[config.mk]
export PLATFORM = sky130hd
export DESIGN_NAME = cste_top
export DESIGN_NICKNAME = d
export VERILOG_FILES = /design/src/cste_pkg.sv /design/src/cste_sck_div.sv /design/src/cste_rxbuf.sv /design/src/cste_top.sv
export SDC_FILE = /design/constraint.sdc
export NUM_CORES = 1
export LEC_CHECK = 0
export BUFFER_PORTS_ARGS = -buffer_cell sky130_fd_sc_hd__buf_2
export CAP_MARGIN = 20
export CORE_MARGIN = 1
export CORE_UTILIZATION = 60
export DETAILED_ROUTE_END_ITERATION = 8
export GPL_TIMING_DRIVEN = 0
export PLACE_DENSITY = 0.88
export SKIP_LAST_GASP = 1
export SYNTH_ARGS = -nofsm -noshare
export SYNTH_HDL_FRONTEND = slang
export SYNTH_SLANG_ARGS = --single-unit
[constraint.sdc]
create_clock -name CLK_SYS_I -period 4.1 [get_ports CLK_SYS_I]
set_clock_uncertainty 0.05 [all_clocks]
set_input_delay 0.41 -clock CLK_SYS_I [delete_from_list [all_inputs] [get_ports CLK_SYS_I]]
set_output_delay 0.41 -clock CLK_SYS_I [all_outputs]
set_load 0.005 [all_outputs]
[src/cste_pkg.sv]
package cste_pkg;

  // data path width: longest transfer length
  localparam int DW = 16;
  // receive buffer entries
  localparam logic [1:0] BUF_DEPTH = 2'h2;

  // serial_control_0 field positions
  localparam int C0_PWR = 7; // unit_power_enable
  localparam int C0_TXE = 6; // transmit_enable
  localparam int C0_RXE = 5; // receive_enable
  localparam int C0_DIR = 4; // bit_order_select, 0 = msb first
  localparam int C0_TMS = 1; // continuous transfer select
  localparam int C0_SCE = 0; // continue_receive_enable

  // serial_control_1 field positions
  localparam int C1_CKP = 4; // clock_polarity
  localparam int C1_DAP = 3; // data_phase
  localparam int C1_CKS_MSB = 2; // clock_source_select top bit
  localparam int C1_CKS_LSB = 0; // clock_source_select bottom bit
  localparam logic [2:0] CKS_MASTER = 3'h0; // peripheral clock / 2, master
  localparam logic [2:0] CKS_EXT = 3'h7; // external serial clock, slave

  // length_control field
  localparam int C2_CL_MSB = 3;
  localparam logic [3:0] CL_8BIT = 4'h0; // 0000 selects 8 bits
  localparam logic [3:0] CL_TOP = 4'h8; // codes above this clamp to 16 bits
  localparam logic [4:0] LEN_BASE = 5'h08;
  localparam logic [4:0] LEN_MAX = 5'h10;

  // values after reset
  localparam logic [7:0] CTL0_RST = 8'h00;
  localparam logic [7:0] CTL1_RST = 8'h00;
  localparam logic [7:0] CTL2_RST = 8'h00;

  // timing: system clock period and the /2 communication clock
  localparam int FXX_PERIOD_NS = 40;
  localparam int FCCLK_DIV = 2;
  // serial clock half period in system cycles: one communication clock
  localparam int SCK_HALF_CYC = FCCLK_DIV;
  localparam logic [1:0] SCK_HALF_LAST = 2'(SCK_HALF_CYC - 1);

  typedef logic [DW-1:0] cste_word_t;

  typedef enum logic [1:0] {
    ST_IDLE = 2'b01,
    ST_RUN = 2'b10
  } cste_fsm_t;

  // whole state of the engine
  typedef struct packed {
    cste_fsm_t fsm;
    logic [7:0] ctl0;
    logic [7:0] ctl1;
    logic [7:0] ctl2;
    logic tsf;
    cste_word_t txb;
    logic txb_full;
    cste_word_t tx_sh;
    cste_word_t rx_sh;
    logic [4:0] bit_cnt;
    logic lvl;
    logic prev;
    logic sck_o;
    logic sck_oe;
    logic so;
    logic rx_irq;
    logic tx_irq;
    logic ove;
    cste_word_t rx_data;
    logic rx_valid;
  } cste_top_st_t;

  // serial clock divider state
  typedef struct packed {
    logic [1:0] cnt;
    logic tick;
  } cste_div_st_t;

  // receive buffer state
  typedef struct packed {
    cste_word_t [1:0] mem;
    logic wp;
    logic rp;
    logic [1:0] cnt;
  } cste_buf_st_t;

endpackage : cste_pkg

[src/cste_sck_div.sv]
`timescale 1ns/1ps
module cste_sck_div (
  input wire logic clk_i,
  input wire logic rst_n_i,
  input wire logic run_i,
  output logic tick_o
);
  cste_pkg::cste_div_st_t st_q; // registered state
  cste_pkg::cste_div_st_t st_d; // next state

  assign tick_o = st_q.tick;

  // one tick per half serial clock while running
  always_comb begin
    st_d = st_q;
    st_d.tick = 1'b0;
    if (!run_i) begin
      // restart so the first half period is always whole
      st_d.cnt = 2'h0;
    end else if (st_q.cnt == cste_pkg::SCK_HALF_LAST) begin
      st_d.cnt = 2'h0;
      st_d.tick = 1'b1;
    end else begin
      st_d.cnt = st_q.cnt + 2'h1;
    end
  end

  // state register
  always_ff @(posedge clk_i or negedge rst_n_i) begin
    if (!rst_n_i) begin
      st_q <= '0;
    end else begin
      st_q <= st_d;
    end
  end
endmodule : cste_sck_div

[src/cste_rxbuf.sv]
`timescale 1ns/1ps
module cste_rxbuf (
  input wire logic clk_i,
  input wire logic rst_n_i,
  input wire logic in_valid_i,
  output logic in_ready_o,
  input wire cste_pkg::cste_word_t in_data_i,
  output logic out_valid_o,
  input wire logic out_ready_i,
  output cste_pkg::cste_word_t out_data_o
);
  cste_pkg::cste_buf_st_t st_q; // registered state
  cste_pkg::cste_buf_st_t st_d; // next state
  logic push; // word accepted
  logic pop; // word drained

  assign in_ready_o = st_q.cnt != cste_pkg::BUF_DEPTH;
  assign out_valid_o = st_q.cnt != 2'h0;
  assign out_data_o = st_q.mem[st_q.rp];
  assign push = in_valid_i && in_ready_o;
  assign pop = out_valid_o && out_ready_i;

  // two entries ride out one unread word plus the one in flight
  always_comb begin
    st_d = st_q;
    if (push) begin
      st_d.mem[st_q.wp] = in_data_i;
      st_d.wp = !st_q.wp;
    end
    if (pop) begin
      st_d.rp = !st_q.rp;
    end
    // count moves only when one side acts alone
    if (push && !pop) begin
      st_d.cnt = st_q.cnt + 2'h1;
    end else if (pop && !push) begin
      st_d.cnt = st_q.cnt - 2'h1;
    end
  end

  // state register
  always_ff @(posedge clk_i or negedge rst_n_i) begin
    if (!rst_n_i) begin
      st_q <= '0;
    end else begin
      st_q <= st_d;
    end
  end
endmodule : cste_rxbuf

[src/cste_top.sv]
`timescale 1ns/1ps
// Notes on behaviour
// control_1 07H slave external clock, 00H master
// clock source 000 internal/2, 111 external pin
// bit order 0 msb first, type 1 clocking
// length code 0000 gives 8-bit transfers
// control_0 A1H single receive-only msb first
// control_0 E1H single transmit-receive msb first
// control_0 C3H continuous transmit-only msb first
// control_0 A3H continuous receive-only msb first
// receive-only dummy read sets active flag, starts
// master transmit write sets flag, drives clock
// slave shifts out and captures per clock
// single word end: stop, receive irq, clear
// read with continue bit restarts, else data
// transmit buffer moved to shifter raises ready irq
// early transmit write chains next word directly
// no new transmit data ends, clears flag
// continuous transmit-only never raises receive irq
// continuous receive word raises irq, may restart
// continue bit cleared stops after current word
// overrun ends continuous reception sequence
// software writes transmit before master clocks
// software disables only after flag is zero
module cste_top (
  input wire logic CLK_SYS_I,
  input wire logic NRST_I,
  input wire logic CONTROL0_WR_I,
  input wire logic [7:0] CONTROL0_DATA_I,
  input wire logic CONTROL1_WR_I,
  input wire logic [7:0] CONTROL1_DATA_I,
  input wire logic LENGTH_WR_I,
  input wire logic [7:0] LENGTH_DATA_I,
  input wire logic TRANSMIT_WR_I,
  input wire cste_pkg::cste_word_t TRANSMIT_DATA_I,
  input wire logic RECEIVE_RD_I,
  output cste_pkg::cste_word_t RECEIVE_DATA_O,
  output logic RECEIVE_VALID_O,
  output logic TRANSFER_ACTIVE_O,
  output logic TRANSMIT_FULL_O,
  output logic OVERRUN_O,
  output logic RECEIVE_DONE_IRQ_O,
  output logic TRANSMIT_READY_IRQ_O,
  input wire logic SERIAL_CLOCK_I,
  output logic SERIAL_CLOCK_O,
  output logic SERIAL_CLOCK_OE_O,
  output logic SERIAL_OUT_O,
  input wire logic SERIAL_IN_I
);
  localparam cste_pkg::cste_top_st_t ST_RST = '{
    fsm: cste_pkg::ST_IDLE,
    ctl0: cste_pkg::CTL0_RST,
    ctl1: cste_pkg::CTL1_RST,
    ctl2: cste_pkg::CTL2_RST,
    lvl: 1'b1,
    prev: 1'b1,
    sck_o: 1'b1,
    default: '0
  };

  cste_pkg::cste_top_st_t st_q; // registered state
  cste_pkg::cste_top_st_t st_d; // next state
  logic pwr, txe, rxe, dir, tms, sce, ckp, master; // decoded controls
  logic [3:0] len_code; // raw length field
  logic [4:0] len; // bits per word
  logic [3:0] msb_idx; // position of first bit when msb first
  logic div_tick; // half period of master clock elapsed
  logic run_master; // divider enable
  logic buf_in_ready; // receive buffer has room
  logic buf_out_valid; // receive buffer holds a word
  cste_pkg::cste_word_t buf_out_data; // oldest received word
  cste_pkg::cste_word_t rx_word; // finished word, right aligned
  cste_pkg::cste_word_t rx_next; // shifter after capture
  cste_pkg::cste_word_t tx_next; // shifter after shift
  cste_pkg::cste_word_t tx_src; // next word to load in continuous mode
  logic word_done, fall, rise, cur_lvl, ovr_now, more_tx, tx_wr_now;

  // field decode from stored control bytes
  assign pwr = st_q.ctl0[cste_pkg::C0_PWR];
  assign txe = st_q.ctl0[cste_pkg::C0_TXE];
  assign rxe = st_q.ctl0[cste_pkg::C0_RXE];
  assign dir = st_q.ctl0[cste_pkg::C0_DIR];
  assign tms = st_q.ctl0[cste_pkg::C0_TMS];
  assign sce = st_q.ctl0[cste_pkg::C0_SCE];
  assign ckp = st_q.ctl1[cste_pkg::C1_CKP];
  // every internal source runs at fxx/2 here; only 111 means slave
  assign master = st_q.ctl1[cste_pkg::C1_CKS_MSB:cste_pkg::C1_CKS_LSB] != cste_pkg::CKS_EXT;
  assign len_code = st_q.ctl2[cste_pkg::C2_CL_MSB:0];
  // 0000 is 8 bits, larger codes add bits up to 16
  assign len = (len_code > cste_pkg::CL_TOP) ? cste_pkg::LEN_MAX : 5'(cste_pkg::LEN_BASE + {1'b0, len_code});
  assign msb_idx = 4'(len - 5'h01);
  assign run_master = (st_q.fsm == cste_pkg::ST_RUN) && master;

  // outputs straight from the state register
  assign RECEIVE_DATA_O = st_q.rx_data;
  assign RECEIVE_VALID_O = st_q.rx_valid;
  assign TRANSFER_ACTIVE_O = st_q.tsf;
  assign TRANSMIT_FULL_O = st_q.txb_full;
  assign OVERRUN_O = st_q.ove;
  assign RECEIVE_DONE_IRQ_O = st_q.rx_irq;
  assign TRANSMIT_READY_IRQ_O = st_q.tx_irq;
  assign SERIAL_CLOCK_O = st_q.sck_o;
  assign SERIAL_CLOCK_OE_O = st_q.sck_oe;
  assign SERIAL_OUT_O = st_q.so;

  // first bit on the line for a word in either order
  function automatic logic pick_bit(cste_pkg::cste_word_t w, logic lsb_first, logic [3:0] top);
    pick_bit = lsb_first ? w[0] : w[top];
  endfunction : pick_bit

  // master serial clock timebase
  cste_sck_div u_div (
    .clk_i(CLK_SYS_I),
    .rst_n_i(NRST_I),
    .run_i(run_master),
    .tick_o(div_tick)
  );

  // finished words wait here so a read up to one word late loses nothing
  cste_rxbuf u_rxbuf (
    .clk_i(CLK_SYS_I),
    .rst_n_i(NRST_I),
    .in_valid_i(word_done && rxe),
    .in_ready_o(buf_in_ready),
    .in_data_i(rx_word),
    .out_valid_o(buf_out_valid),
    .out_ready_i(RECEIVE_RD_I),
    .out_data_o(buf_out_data)
  );

  // whole engine: control writes, edges, word end, starts
  always_comb begin
    st_d = st_q;
    st_d.rx_irq = 1'b0;
    st_d.tx_irq = 1'b0;
    word_done = 1'b0;
    ovr_now = 1'b0;
    fall = 1'b0;
    rise = 1'b0;
    cur_lvl = SERIAL_CLOCK_I ^ ckp;
    tx_next = dir ? (st_q.tx_sh >> 1) : (st_q.tx_sh << 1);
    rx_next = dir ? {SERIAL_IN_I, st_q.rx_sh[cste_pkg::DW-1:1]} : {st_q.rx_sh[cste_pkg::DW-2:0], SERIAL_IN_I};
    // lsb first fills from the top, so slide down to the word length
    rx_word = dir ? (rx_next >> (cste_pkg::LEN_MAX - len)) : rx_next;
    tx_wr_now = TRANSMIT_WR_I && pwr && txe;
    more_tx = st_q.txb_full || tx_wr_now;
    tx_src = st_q.txb_full ? st_q.txb : TRANSMIT_DATA_I;
    st_d.prev = cur_lvl;

    // control bytes
    if (CONTROL0_WR_I) begin
      st_d.ctl0 = CONTROL0_DATA_I;
    end
    if (CONTROL1_WR_I) begin
      st_d.ctl1 = CONTROL1_DATA_I;
    end
    if (LENGTH_WR_I) begin
      st_d.ctl2 = LENGTH_DATA_I;
    end

    // receive side of the processor: read pops and clears overrun
    if (RECEIVE_RD_I && buf_out_valid) begin
      st_d.rx_data = buf_out_data;
    end
    st_d.rx_valid = buf_out_valid;
    if (RECEIVE_RD_I) begin
      st_d.ove = 1'b0;
    end

    // serial clock edges in type 1 sense: fall shifts, rise samples
    if (st_q.fsm == cste_pkg::ST_RUN) begin
      if (master) begin
        fall = div_tick && st_q.lvl;
        rise = div_tick && !st_q.lvl;
      end else begin
        fall = st_q.prev && !cur_lvl;
        rise = !st_q.prev && cur_lvl;
      end
    end
    if (fall) begin
      st_d.lvl = 1'b0;
      // first bit is already on the line from load
      if (st_q.bit_cnt != 5'h00) begin
        st_d.tx_sh = tx_next;
        st_d.so = txe && pick_bit(tx_next, dir, msb_idx);
      end else begin
        // a chained word shows its first bit only now, so the last bit holds past its rise
        st_d.so = txe && pick_bit(st_q.tx_sh, dir, msb_idx);
      end
    end
    if (rise) begin
      st_d.lvl = 1'b1;
      st_d.rx_sh = rx_next;
      st_d.bit_cnt = st_q.bit_cnt + 5'h01;
      word_done = (st_q.bit_cnt + 5'h01) == len;
    end

    // end of word, at its last rising edge
    if (word_done) begin
      ovr_now = rxe && !buf_in_ready;
      st_d.ove = st_d.ove || ovr_now; // set beats a same-cycle read
      if (!(tms && txe && !rxe)) begin
        st_d.rx_irq = 1'b1;
      end
      st_d.bit_cnt = 5'h00;
      st_d.rx_sh = '0;
      if (tms && txe && more_tx && !ovr_now) begin
        // chain: buffered word first, a same-cycle write refills it
        st_d.tx_sh = tx_src;
        st_d.tx_irq = 1'b1;
        st_d.txb_full = st_q.txb_full && tx_wr_now;
        st_d.txb = TRANSMIT_DATA_I;
      end else if (tms && !txe && sce && !ovr_now) begin
        st_d.fsm = cste_pkg::ST_RUN;
      end else begin
        st_d.fsm = cste_pkg::ST_IDLE;
        st_d.tsf = 1'b0;
      end
    end

    // starts and buffered writes
    unique case (st_q.fsm)
      cste_pkg::ST_IDLE: begin
        if (tx_wr_now) begin
          st_d.fsm = cste_pkg::ST_RUN;
          st_d.tsf = 1'b1;
          st_d.tx_sh = TRANSMIT_DATA_I;
          st_d.so = pick_bit(TRANSMIT_DATA_I, dir, msb_idx);
          st_d.bit_cnt = 5'h00;
          st_d.rx_sh = '0;
          st_d.lvl = 1'b1;
          // continuous mode frees the buffer at once
          st_d.tx_irq = tms;
        end else if (RECEIVE_RD_I && pwr && rxe && !txe && sce) begin
          st_d.fsm = cste_pkg::ST_RUN;
          st_d.tsf = 1'b1;
          st_d.bit_cnt = 5'h00;
          st_d.rx_sh = '0;
          st_d.lvl = 1'b1;
          st_d.so = 1'b0;
        end
      end
      cste_pkg::ST_RUN: begin
        // single mode ignores writes while busy
        if (tx_wr_now && tms && !word_done) begin
          st_d.txb = TRANSMIT_DATA_I;
          st_d.txb_full = 1'b1;
        end
      end
      default: begin
        st_d.fsm = cste_pkg::ST_IDLE;
        st_d.tsf = 1'b0;
      end
    endcase

    // power off aborts whatever runs
    if (!pwr) begin
      st_d.fsm = cste_pkg::ST_IDLE;
      st_d.tsf = 1'b0;
      st_d.txb_full = 1'b0;
      st_d.bit_cnt = 5'h00;
      st_d.lvl = 1'b1;
    end

    // pin drive follows the next control state
    st_d.sck_oe = st_d.ctl0[cste_pkg::C0_PWR] &&
      (st_d.ctl1[cste_pkg::C1_CKS_MSB:cste_pkg::C1_CKS_LSB] != cste_pkg::CKS_EXT);
    st_d.sck_o = st_d.lvl ^ st_d.ctl1[cste_pkg::C1_CKP];
  end

  // state register
  always_ff @(posedge CLK_SYS_I or negedge NRST_I) begin
    if (!NRST_I) begin
      st_q <= ST_RST;
    end else begin
      st_q <= st_d;
    end
  end
endmodule : cste_top

==> results list <==
* Outcome: complete, no violations
* Die height: 116.9 µm
- Reg2Reg Launch Point: len_code[3]$_DFFE_PN0P_
- DP Area: 8492 µm²
- Max IR drop VDD: 0.2903 mV
- After legalization and detailed placement, the total HPWL measured 14,070 µm.
- Summed over its instances, the top area cell type makes up 41.35% of the synthesized netlist area.
* Post-route fraction of the period consumed by the critical path: 95.25%
- Counting flops and latches in the post-synthesis netlist gives 135.
- The final max-slew violation count was 0.
* TritonCTS clock tree: done
- Source of the worst hold timing path: SERIAL_CLOCK_I
- STA classifies the critical path endpoint as a flip-flop.
* Share of post-route cells with drive strength above 1: 24.51%
- TritonRoute pass-1 iters: 6
- Routability-driven placement finished with a final weighted congestion of 0.9614.
* Total vias in the final route: 6,583
* Worst-path cell chain: buf_2 -> nor2b_2 -> clkbuf_2 -> clkbuf_1 -> inv_1 -> ha_1 -> clkbuf_1 -> mux2_2 -> a222oi_1 -> o211ai_1 -> o311a_1 -> o221ai_1 -> o211ai_1
* Worst R2R End: SERIAL_OUT_O$_DFF_PN0_
- For the worst setup path, the data required time is 4.35 ns.
- Register area share after synthesis: 42.68%
* RSZ-0062 raised after global routing: true
- Library cell contributing the largest single delay on the critical path: sky130_fd_sc_hd__clkbuf_1
* Root Buffer Master: sky130_fd_sc_hd__clkbuf_16
* Final net count: 916
- At the pin with the least slew margin, the transition time is 0.9088 ns.
- The initial antenna violation count was 0.
- The floorplan has 41 rows.
* Final Instance Area: 9096 µm²
- Top cells by area in the synthesized netlist: sky130_fd_sc_hd__dfrtp_1, sky130_fd_sc_hd__mux2_2, sky130_fd_sc_hd__mux2i_1
- Relative to the synthesized area, the layout overhead comes to 14.74%.
* Insertion delay of the later-clocked pin in the worst-skew pair: 0.43 ns
* Depth of the CTS H-tree: 4
- Total of endpoints with negative setup slack in the final report: 0
- Entering global routing, the biggest net connects 99 pins.
- Arrival time at the worst endpoint: 4.16 ns
* Filler cell count: 871
- The path with the worst hold slack has its endpoint at st_q[23]$_DFF_PN1_.
* Cell area after synthesis: 7928 µm²
- Kind of cell adding the most delay to the critical path: buffers and inverters
* R2r worst-path depth: 13
- The first global-routing pass estimated 32,730 µm of wire.
- Buffers placed on the I/O ports in this run total 62.
- Buf/Inv on CP: 5
- Final wirelength: 19,710 µm
- Dividing the detail-routed wire length by the instance count gives 18.86 µm.
- After layout, the minimum clock period comes to 3.905 ns.
* Max Buffers Root-to-Sink: 2
* Post-layout total power: 3951 µW
* Largest area contributor in the netlist: sky130_fd_sc_hd__dfrtp_1
- For this run, design rule violations remaining after detail routing come to 0.
* Path type of the worst min-delay path: primary input to flip-flop
- For this run, the slowest stage of the critical path takes 0.47 ns.
- Cts bufs inserted: 17
- Overall fraction of global-route tracks in use: 31.49%
- Average cell area after synthesis: 10.20 µm²
* Instance count along the most critical hold path: 2
- Number of synthesized flops with an enable pin: 0
- Across the run, the number of max-cap violations was 0.
- The number of hold violations in the final report was 0.
- Starting DRT DRC Count: 643
- Distinct cells, synth: 73
* Total congestion overflow after global routing: 0
- Post-Synthesis Net Count: 833
* Max Fclk: 0.2561 GHz
* Most used standard cell by instance count after synthesis: sky130_fd_sc_hd__dfrtp_1
- Die width: 116.9 µm
- Power spread over the standard cell area amounts to 434.3 nW/µm².
* YS warnings: 0
- Clock input transition at the sequential cells of the worst setup and hold paths: 0.06 ns
- Die Area: 13,680 µm²
* Maximum fanout encountered on the critical timing path: 10
* Via count of the first global-routing pass: 6,428
- STA classifies the critical path startpoint as a flip-flop.
- Number of nets still failing antenna checks after routing: 0
* Boundary pin count: 74
- Leakage component of the power: 0.004142 µW
* Normalized max-slew margin: 39.19%
* Initial Utilization: 62.06%
* Synthesized instance count: 777
- Share of the core filled with cells in the final layout: 71.21%
- The total area inside the core boundary comes to 12,770 µm².
- Kind of critical path: flip-flop to flip-flop
- Mean number of vias per cell: 6.300
- Top_reg_cell synth: sky130_fd_sc_hd__dfrtp_1
* Clock net sink count: 135
* N_diodes: 0
- By count the netlist is led by sky130_fd_sc_hd__dfrtp_1, sky130_fd_sc_hd__nand2_1, sky130_fd_sc_hd__nor2_1.
* R2R Setup Slk: 0.19 ns
- Ys async rst share: 100.0%
-- cell families (layout without fill, tap and decap cells) --
kind of cell    Yosys count  in the layout  synth area share (%)
mux                     120            120                 18.58
buf+inv                  97            193                 6.092
flops                   135            135                 42.68
fa+ha+maj                 7              7                 1.105
simple gates            241            241                 14.69
xor+xnor                 18             18                 2.162
compound gates          159            159                 14.69
-- per-layer routing --
layer | global-route usage [%] | up-vias | wire [µm]
met5 | 0 | - | 0
met4 | 12.57 | 0 | 479
met3 | 7.467 | 52 | 1323
met2 | 51.44 | 306 | 9503
met1 | 40.62 | 3226 | 8403
li1 | - | 2999 | -
-- per-stage QoR --
step	hold slack, ns	setup TNS [ns]	setup slack (ns)	instances
after global placement	0.3623	0	0.09799	1011
after CTS	0.1164	0	0.05567	1046
after detailed placement	0.2825	0	0.06836	1013
after floorplan	0.06441	0	0.8169	777
after global routing	0.1341	-0.05937	-0.05937	1045
final	0.1231	0	0.1946	1045
-- sequential cells by signal, indices dropped and copies added, names as in the netlist --
register,count
TRANSMIT_FULL_O,1
SERIAL_OUT_O,1
rxe,1
st_q,62
u_div.st_q,2
sce,1
OVERRUN_O,1
u_rxbuf.st_q,36
TRANSFER_ACTIVE_O,1
RECEIVE_VALID_O,1
pwr,1
SERIAL_CLOCK_O,1
RECEIVE_DATA_O,16
SERIAL_CLOCK_OE_O,1
RECEIVE_DONE_IRQ_O,1
dir,1
u_div.tick_o,1
ckp,1
len_code,4
TRANSMIT_READY_IRQ_O,1
-- cell usage in the layout, fill, tap and decap left out, drive strengths merged, types with 11 or more instances in the layout --
cell type and count:
and3 16, mux2 67, nor2 61, a21oi 22, nor4 16, inv 29
a211oi 34, buf 98, mux2i 41, nand2 78, o21ai 32, mux4 12
dfrtp 131, nor3 14, clkbuf 57, nand3 11, xnor2 11, a221o 16
nor2b 16
-- worst max path at each step --
stage,start,to,slack [ns],cells after the start
global placement,len_code[3]$_DFFE_PN0P_,SERIAL_OUT_O$_DFF_PN0_,0.1,13
finish,len_code[3]$_DFFE_PN0P_,SERIAL_OUT_O$_DFF_PN0_,0.19,13
floorplan,len_code[3]$_DFFE_PN0P_,SERIAL_OUT_O$_DFF_PN0_,0.82,13
global route,len_code[3]$_DFFE_PN0P_,SERIAL_OUT_O$_DFF_PN0_,-0.06,13
CTS,len_code[3]$_DFFE_PN0P_,SERIAL_OUT_O$_DFF_PN0_,0.06,13
detailed placement,len_code[3]$_DFFE_PN0P_,SERIAL_OUT_O$_DFF_PN0_,0.07,13
-- timing repair --
item | 4_1_cts | 5_1_grt
setup buffers | 0 | 0
hold buffers | 1 | 0
hold endpoints to repair | 37 | 0
setup endpoints to repair | 0 | 21
resized for setup | 0 | 3
-- where the power goes --
part / leakage (µW) / total, µW / internal [µW] / switching [µW]
combinational: 0.00206 / 870 / 371 / 499
clock: 0.000284 / 1510 / 931 / 580
sequential: 0.00180 / 1570 / 1450 / 115
total: 0.00414 / 3950 / 2760 / 1190
-- layout make-up --
class                   count  area [µm²]  share of cell area, %
plain buffers              68       376.6                  4.140
clock buffers              23       508.0                  5.585
clock inverters             9       87.58                 0.9629
inverters                  28       105.1                  1.155
multi-input cells         545        4061                  44.65
flip-flops and latches    135        3383                  37.19
well taps                 172       215.2                  2.366
repair buffers             65       359.1                  3.948
Power figures use the tool's default switching activity.
